===== src/hub_strap_pkg.sv =====
package hub_strap_pkg;

   // ***************************************************************
   // register bus
   // ***************************************************************
   localparam int AXI_AW = 8;
   localparam int AXI_DW = 32;
   localparam logic [7:0] CTRL_OFS = 8'h00;
   localparam logic [7:0] STRAP_OFS = 8'h04;
   localparam logic [7:0] LINK_OFS = 8'h08;
   localparam logic [1:0] RESP_OKAY = 2'h0;
   localparam logic [1:0] RESP_SLVERR = 2'h2;

   // control word fields
   localparam int CTRL_PWR_BIT = 0;
   localparam logic CTRL_PWR_RESET = 1'h1;

   // strap status word fields
   localparam int ST_PM_BIT = 0;
   localparam int ST_GANG_BIT = 1;
   localparam int ST_IND_BIT = 2;
   localparam int ST_PKG_BIT = 3;
   localparam int ST_EEPROM_BIT = 4;
   localparam int ST_DONE_BIT = 5;
   localparam int ST_ADDR_LSB = 8;

   // link status word fields
   localparam int LK_HSPD_BIT = 0;
   localparam int LK_SS_BIT = 1;

   // ***************************************************************
   // straps
   // ***************************************************************
   localparam int STRAP_W = 4;
   localparam int SV_PM = 0;
   localparam int SV_GANG = 1;
   localparam int SV_IND = 2;
   localparam int SV_PKG = 3;
   localparam logic [STRAP_W-1:0] STRAP_RESET = 4'hF;
   // synchroniser depth, so the captured level is the pin after release
   localparam logic [1:0] CAPTURE_WAIT = 2'h2;

   // ***************************************************************
   // serial slave address
   // ***************************************************************
   localparam logic [3:0] ADDR_FIXED = 4'h8;
   localparam logic SMB_DIR_READ = 1'h1;
   localparam logic SMB_DIR_WRITE = 1'h0;

endpackage


===== src/sync2.sv =====
`timescale 1ns/1ps
module sync2 import hub_strap_pkg::*;
#(
   parameter int W = 1
)
(
   input wire logic CLK,
   input wire logic RST_N,
   input wire logic [W-1:0] D,
   output logic [W-1:0] Q
);

   typedef struct packed
   {
      logic [W-1:0] meta;
      logic [W-1:0] safe;
   } sync_st_t;

   sync_st_t st_ff;
   sync_st_t nxt_st;

   // first stage feeds only the second stage
   always_comb
   begin
      nxt_st.meta = D;
      nxt_st.safe = st_ff.meta;
   end

   always_ff @(posedge CLK or negedge RST_N)
   begin
      if (!RST_N)
         st_ff <= '0;
      else
         st_ff <= nxt_st;
   end

   assign Q = st_ff.safe;

endmodule


===== src/strap_latch.sv =====
`timescale 1ns/1ps
module strap_latch import hub_strap_pkg::*;
(
   input wire logic CLK,
   input wire logic RST_N,
   input wire logic [STRAP_W-1:0] D,
   output logic [STRAP_W-1:0] Q,
   output logic DONE
);

   typedef struct packed
   {
      logic [1:0] cnt;
      logic done;
      logic [STRAP_W-1:0] val;
   } latch_st_t;

   latch_st_t st_ff;
   latch_st_t nxt_st;

   // wait out the synchroniser, sample once, then hold until next reset
   always_comb
   begin
      nxt_st = st_ff;
      if (!st_ff.done)
      begin
         if (st_ff.cnt == CAPTURE_WAIT)
         begin
            nxt_st.val = D;
            nxt_st.done = 1'b1;
         end
         else
            nxt_st.cnt = st_ff.cnt + 2'h1;
      end
   end

   always_ff @(posedge CLK or negedge RST_N)
   begin
      if (!RST_N)
      begin
         st_ff.cnt <= 2'h0;
         st_ff.done <= 1'b0;
         st_ff.val <= STRAP_RESET;
      end
      else
         st_ff <= nxt_st;
   end

   assign Q = st_ff.val;
   assign DONE = st_ff.done;

endmodule


===== src/hub_strap_capture_status.sv =====
`timescale 1ns/1ps
// Contract
// - high-speed status output low at low/full speed, high in high-speed mode.
// - superspeed status output high in superspeed mode, low otherwise.
// - power-management strap latched at reset release; low enables full management.
// - with full management, downstream power follows the power-on output.
// - serial mode: latched power-management strap is slave address bit 1.
// - ganged strap latched at release; low individual, high ganged switching.
// - serial mode: latched ganged strap is slave address bit 2.
// - indicator strap latched at release; low enables port indicator leds.
// - serial mode: latched indicator strap is slave address bit 3.
// - reduced-pin package holds slave address bits 2 and 3 at one.
// - mode select high means eeprom master, low means serial slave.
// - slave address is 1000 then bits 3,2,1, then direction bit.
module hub_strap_capture_status import hub_strap_pkg::*;
(
   input wire logic CLK_SYS,
   input wire logic RST_N,
   input wire logic POWER_MGMT_STRAP_ADDR1,
   input wire logic GANG_POWER_STRAP_ADDR2,
   input wire logic INDICATOR_STRAP_ADDR3,
   input wire logic REDUCED_PIN_PKG,
   input wire logic SERIAL_MODE_SELECT,
   input wire logic UPSTREAM_HSPD_ACTIVE,
   input wire logic UPSTREAM_SS_ACTIVE,
   output logic HIGH_SPEED_STATUS,
   output logic SUPER_SPEED_STATUS,
   output logic DOWNSTREAM_POWER_ON,
   output logic FULL_PM_EN,
   output logic GANGED_POWER_MODE,
   output logic PORT_INDICATOR_EN,
   output logic EEPROM_MODE,
   output logic STRAPS_VALID,
   output logic [6:0] SMBUS_SLAVE_ADDR,
   input wire logic [AXI_AW-1:0] S_AXI_AWADDR,
   input wire logic [2:0] S_AXI_AWPROT,
   input wire logic S_AXI_AWVALID,
   output logic S_AXI_AWREADY,
   input wire logic [AXI_DW-1:0] S_AXI_WDATA,
   input wire logic [3:0] S_AXI_WSTRB,
   input wire logic S_AXI_WVALID,
   output logic S_AXI_WREADY,
   output logic [1:0] S_AXI_BRESP,
   output logic S_AXI_BVALID,
   input wire logic S_AXI_BREADY,
   input wire logic [AXI_AW-1:0] S_AXI_ARADDR,
   input wire logic [2:0] S_AXI_ARPROT,
   input wire logic S_AXI_ARVALID,
   output logic S_AXI_ARREADY,
   output logic [AXI_DW-1:0] S_AXI_RDATA,
   output logic [1:0] S_AXI_RRESP,
   output logic S_AXI_RVALID,
   input wire logic S_AXI_RREADY
);

   // ***************************************************************
   // state
   // ***************************************************************
   typedef struct packed
   {
      logic pwr_req;
      logic aw_held;
      logic [AXI_AW-1:0] awaddr;
      logic w_held;
      logic [AXI_DW-1:0] wdata;
      logic [3:0] wstrb;
      logic bvalid;
      logic [1:0] bresp;
      logic rvalid;
      logic [AXI_DW-1:0] rdata;
      logic [1:0] rresp;
      logic hspd;
      logic ss;
      logic dpo;
      logic [6:0] addr;
   } hub_st_t;

   hub_st_t st_ff;
   hub_st_t nxt_st;

   logic [STRAP_W-1:0] pins_sync;
   logic [STRAP_W-1:0] strap_q;
   logic mode_sync;
   logic straps_done;
   logic full_pm;
   logic wr_go;
   logic [AXI_DW-1:0] strap_word;
   logic [AXI_DW-1:0] link_word;

   // ***************************************************************
   // pin capture
   // ***************************************************************
   sync2 #(.W(STRAP_W + 1)) u_pin_sync
   (
      .CLK(CLK_SYS),
      .RST_N(RST_N),
      .D({SERIAL_MODE_SELECT, REDUCED_PIN_PKG, INDICATOR_STRAP_ADDR3,
          GANG_POWER_STRAP_ADDR2, POWER_MGMT_STRAP_ADDR1}),
      .Q({mode_sync, pins_sync})
   );

   strap_latch u_strap_latch
   (
      .CLK(CLK_SYS),
      .RST_N(RST_N),
      .D(pins_sync),
      .Q(strap_q),
      .DONE(straps_done)
   );

   // strap low means full management supported
   assign full_pm = straps_done & ~strap_q[SV_PM];

   // ***************************************************************
   // register read views
   // ***************************************************************
   always_comb
   begin
      strap_word = '0;
      strap_word[ST_PM_BIT] = strap_q[SV_PM];
      strap_word[ST_GANG_BIT] = strap_q[SV_GANG];
      strap_word[ST_IND_BIT] = strap_q[SV_IND];
      strap_word[ST_PKG_BIT] = strap_q[SV_PKG];
      strap_word[ST_EEPROM_BIT] = mode_sync;
      strap_word[ST_DONE_BIT] = straps_done;
      // write-direction form of the address byte
      strap_word[ST_ADDR_LSB +: 8] = {st_ff.addr, SMB_DIR_WRITE};
      link_word = '0;
      link_word[LK_HSPD_BIT] = st_ff.hspd;
      link_word[LK_SS_BIT] = st_ff.ss;
   end

   assign wr_go = st_ff.aw_held & st_ff.w_held & ~st_ff.bvalid;

   // ***************************************************************
   // next state
   // ***************************************************************
   always_comb
   begin
      nxt_st = st_ff;

      // address and data accepted in either order, one write in flight
      if (S_AXI_AWVALID && S_AXI_AWREADY)
      begin
         nxt_st.aw_held = 1'b1;
         nxt_st.awaddr = S_AXI_AWADDR;
      end
      if (S_AXI_WVALID && S_AXI_WREADY)
      begin
         nxt_st.w_held = 1'b1;
         nxt_st.wdata = S_AXI_WDATA;
         nxt_st.wstrb = S_AXI_WSTRB;
      end
      if (wr_go)
      begin
         nxt_st.aw_held = 1'b0;
         nxt_st.w_held = 1'b0;
         nxt_st.bvalid = 1'b1;
         nxt_st.bresp = RESP_OKAY;
         unique case (st_ff.awaddr)
            CTRL_OFS:
            begin
               if (st_ff.wstrb[0])
                  nxt_st.pwr_req = st_ff.wdata[CTRL_PWR_BIT];
            end
            // read-only words ignore writes
            STRAP_OFS, LINK_OFS:
               nxt_st.bresp = RESP_OKAY;
            default:
               nxt_st.bresp = RESP_SLVERR;
         endcase
      end
      if (st_ff.bvalid && S_AXI_BREADY)
         nxt_st.bvalid = 1'b0;

      // reads answer one cycle after the address is taken
      if (S_AXI_ARVALID && S_AXI_ARREADY)
      begin
         nxt_st.rvalid = 1'b1;
         nxt_st.rresp = RESP_OKAY;
         unique case (S_AXI_ARADDR)
            CTRL_OFS:
               nxt_st.rdata = {{(AXI_DW - 1){1'b0}}, st_ff.pwr_req};
            STRAP_OFS:
               nxt_st.rdata = strap_word;
            LINK_OFS:
               nxt_st.rdata = link_word;
            default:
            begin
               nxt_st.rdata = '0;
               nxt_st.rresp = RESP_SLVERR;
            end
         endcase
      end
      else if (st_ff.rvalid && S_AXI_RREADY)
         nxt_st.rvalid = 1'b0;

      // upstream speed indication, same clock as the hub core
      nxt_st.hspd = UPSTREAM_HSPD_ACTIVE;
      nxt_st.ss = UPSTREAM_SS_ACTIVE;

      // ports stay unpowered until the straps are known
      if (!straps_done)
         nxt_st.dpo = 1'b0;
      else if (full_pm)
         nxt_st.dpo = st_ff.pwr_req;
      else
         nxt_st.dpo = 1'b1;

      nxt_st.addr[6:3] = ADDR_FIXED;
      nxt_st.addr[2] = strap_q[SV_PKG] | strap_q[SV_IND];
      nxt_st.addr[1] = strap_q[SV_PKG] | strap_q[SV_GANG];
      nxt_st.addr[0] = strap_q[SV_PM];
   end

   always_ff @(posedge CLK_SYS or negedge RST_N)
   begin
      if (!RST_N)
      begin
         st_ff <= '0;
         st_ff.pwr_req <= CTRL_PWR_RESET;
      end
      else
         st_ff <= nxt_st;
   end

   // ***************************************************************
   // outputs
   // ***************************************************************
   assign S_AXI_AWREADY = ~st_ff.aw_held;
   assign S_AXI_WREADY = ~st_ff.w_held;
   assign S_AXI_BVALID = st_ff.bvalid;
   assign S_AXI_BRESP = st_ff.bresp;
   assign S_AXI_ARREADY = ~st_ff.rvalid;
   assign S_AXI_RVALID = st_ff.rvalid;
   assign S_AXI_RDATA = st_ff.rdata;
   assign S_AXI_RRESP = st_ff.rresp;
   assign HIGH_SPEED_STATUS = st_ff.hspd;
   assign SUPER_SPEED_STATUS = st_ff.ss;
   assign DOWNSTREAM_POWER_ON = st_ff.dpo;
   assign FULL_PM_EN = full_pm;
   assign GANGED_POWER_MODE = straps_done & strap_q[SV_GANG];
   assign PORT_INDICATOR_EN = straps_done & ~strap_q[SV_IND];
   assign EEPROM_MODE = mode_sync;
   assign STRAPS_VALID = straps_done;
   assign SMBUS_SLAVE_ADDR = st_ff.addr;
endmodule


===== config.mk =====
export PLATFORM = sky130hd
export DESIGN_NAME = hub_strap_capture_status
export DESIGN_NICKNAME = d
export VERILOG_FILES = /design/src/hub_strap_pkg.sv /design/src/sync2.sv /design/src/strap_latch.sv /design/src/hub_strap_capture_status.sv
export SDC_FILE = /design/constraint.sdc
export NUM_CORES = 1
export LEC_CHECK = 0
export ABC_AREA = 1
export BUFFER_PORTS_ARGS = -buffer_cell sky130_fd_sc_hd__clkbuf_2
export CORE_UTILIZATION = 40
export DETAILED_ROUTE_END_ITERATION = 6
export GPL_ROUTABILITY_DRIVEN = 0
export PLACE_DENSITY = 0.75
export SYNTH_ARGS = -nofsm -noshare
export SYNTH_HDL_FRONTEND = slang
export SYNTH_SLANG_ARGS = --single-unit

===== constraint.sdc =====
create_clock -name CLK_SYS -period 1.15 [get_ports CLK_SYS]
set_input_delay 0.115 -clock CLK_SYS [delete_from_list [all_inputs] [get_ports CLK_SYS]]
set_output_delay 0.115 -clock CLK_SYS [all_outputs]
set_load 0.01 [all_outputs]

==> results.json <==
{
  "antenna_found_initial": 0,
  "slew_viol_final": 0,
  "crit_path_cell_trace": "nand2_4, inv_2, buf_6",
  "first_pass_iters": 4,
  "syn_area_per_cell_sq_um": 10.33,
  "grtUsageTotal_pct": 12.37,
  "power_density_nw_per_um2": 1539,
  "synth_area_sq_um": 2292,
  "io_buffers": 60,
  "fp.dieArea_sq_um": 6037,
  "grt_start_max_net_pins": 52,
  "placed_cells": 339,
  "areaGrowthSynthToFinish_pct": 19.05,
  "vias": 1491,
  "routedWlPerCell_um": 9.792,
  "ant_nets": 0,
  "nFillCells": 509,
  "min_from": "S_AXI_RREADY",
  "grt_pass1_wl_um": 5768,
  "root_buffer": "clkbuf_8",
  "ios": 128,
  "fin_crit_sh_pct": 100.0,
  "cp_slowest_cell": "dfstp_2",
  "ctsLongestPathBuffers": 2,
  "yosysWarnings": 0,
  "critical_path_arrival_ns": 1.04,
  "finClkSkew_ns": 0.009718,
  "initial_utilization_pct": 41.63,
  "reg2reg_from": "u_strap_latch.st_ff[5]",
  "outcome": "finished, violations left",
  "layout.nets": 361,
  "cp_max_fo": 2,
  "grt_overflow": 0,
  "fmax_mhz": 869.3,
  "crit_required_ns": 1.03,
  "via_per_inst": 4.130,
  "crit_family": "flip-flops",
  "cts_buffers": 5,
  "power.total_mw": 4.200,
  "hold_viol": 0,
  "grt_pass1_vias": 1316,
  "antenna_cells": 0,
  "cp-end-kind": "output pin",
  "core-area_sq_um": 5507,
  "rows": 27,
  "drc": 0,
  "totalWireLength_um": 3535,
  "fin_crit_ns": 1.150,
  "clock_latency_ns": 0.29,
  "synth-seq-cells": 51,
  "slowest_delay_ns": 0.57,
  "vdd_drop_max_mv": 1.109,
  "cts_tree": "yes",
  "synth.distinct_cells": 26,
  "critPathLaunch": "u_strap_latch.Q[1]",
  "clkSlewWorstSetupHoldPaths_ns": 0.09,
  "drtIter0Drc": 58,
  "crit_path_start_kind": "register",
  "leakage_nw": 1.433,
  "stdcell_count": 361,
  "cts_num_sinks": 51,
  "hpwl_um": 2614,
  "cts_max_level": 2,
  "hold_class": "input pin to register",
  "cap_violations": 0,
  "netlist_instances": 222,
  "ys_seq_area_share_pct": 55.95,
  "path_class": "register to output pin",
  "cp.buffers_inverters": 2,
  "drive_gt1_share_pct": 38.75,
  "violations": "negative setup slack",
  "setup_violations": 1,
  "grt_setup_unrepaired": "yes",
  "setup_ws_ns": -0.0003657,
  "fp.dieH_um": 77.70,
  "die_w_um": 77.70
}
[per-stage QoR]
| step | util (%) | cell area [sq um] | TNS [ns] | hold slack (ns) | setup slack (ns) |
|---|---|---|---|---|---|
| after floorplan | - | 2390 | 0 | -0.1806 | 0.04203 |
| after global placement | 45.10 | 2484 | 0 | 0.1272 | 0.06546 |
| after detailed placement | 45.10 | 2484 | 0 | 0.1287 | 0.03380 |
| after CTS | 48.28 | 2659 | -0.04126 | 0.001389 | -0.03358 |
| after global routing | 49.56 | 2729 | -0.1315 | 0.02441 | -0.05878 |
| final | 49.56 | 2729 | -0.0003657 | 0.02562 | -0.0003657 |
[worst paths after layout]
path | slack, ns | end | cells past startpoint
setup / recovery | -0.0004 | GANGED_POWER_MODE | 3
hold / removal | 0.03 | S_AXI_RVALID | 2
setup reg to reg | 0.05 | u_strap_latch.Q[0] | 4
hold reg to reg | 0.35 | u_pin_sync.Q[0] | 0
max in group asynchronous | 0.53 | u_strap_latch.Q[0] | 3
min in group asynchronous | 0.33 | st_ff[89] | 3
[cells in the final DEF, fill, tap and decap left out, types with 7 or more instances in the layout]
cell and n:
nand2_1 31, buf_4 7, clkbuf_2 58, nor2_1 20
dlygate4sd3_1 9, conb_1 28, o21ai_0 10, inv_1 14
inv_2 7, dfrtp_1 46
[power by group]
| group | leakage [nW] | total, mW | internal [mW] | switching, mW |
|---|---|---|---|---|
| clock | 0.0412 | 0.969 | 0.426 | 0.543 |
| sequential | 0.601 | 2.25 | 2.09 | 0.156 |
| combinational | 0.791 | 0.986 | 0.468 | 0.517 |
[what timing repair did]
item	in CTS	in global routing
pin swaps	1	4
resized for setup	2	12
endpoints found under the hold margin	53	1
hold buffers	8	1
gates cloned	0	0
setup endpoints to repair	3	13
buffers inserted	1	4
[cells by family (layout without fill, tap and decap cells)]
family                     after synthesis  count (layout)  share of synthesized area [%]
AOI/OAI and AO/OA                       24              24                          6.496
xor gates and xnor gates                 1               1                         0.3822
adders and majority gates                1               1                         0.5458
buffers and inverters                   66             107                          18.23
DFF                                     51              51                          55.95
muxes                                    8               8                          4.749
other                                    2              28                         0.3276
and+or+nand+nor                         69              69                          13.32
[registers in the layout, indices dropped and copies added, names as in the netlist, 2 cells and up]
signal               cells
SMBUS_SLAVE_ADDR         4
S_AXI_RDATA             10
st_ff                   13
u_pin_sync.Q             5
u_pin_sync.nxt_st        5
u_strap_latch.Q          4
u_strap_latch.st_ff      2
[layer usage]
metal  up-vias  part of all wire [%]  GRT usage, %
met1       675                    43         15.05
met5         -                     0             0
li1        750                     -             -
met2        62                    48         19.73
met3         4                   7.6         4.471
met4         0                   1.2         5.283
[synthesized netlist by cell type]
cell	instances	area share, %
a211oi_1	1	0.33
a21oi_1	6	1.3
buf_2	1	0.22
buf_4	43	14
buf_6	1	0.49
conb_1	2	0.33
dfrtp_1	46	50
dfstp_2	5	5.7
ha_1	1	0.55
inv_1	17	2.8
inv_2	4	0.65
mux2_2	3	1.5
mux2_4	5	3.3
nand2_1	32	5.2
nand2_2	4	1.1
nand2_4	1	0.49
nand3_1	6	1.3
nor2_1	23	3.8
nor2_4	1	0.49
nor3_1	1	0.22
nor3_4	1	0.71
o21ai_0	10	2.2
o21ai_1	3	0.65
o21ai_2	1	0.38
o31ai_2	3	1.6
xor2_1	1	0.38
[layout make-up]
class,count,area [sq um],area share (%)
Inverter,21,78.83,2.889
Clock buffer,6,72.57,2.659
Multi-Input combinational cell,131,711.9,26.09
Clock inverter,2,12.51,0.4585
Timing Repair Buffer,78,480.5,17.61
Sequential cell,51,1282,47.00
Tap cell,72,90.09,3.301
(Power assumes the default switching activity.)
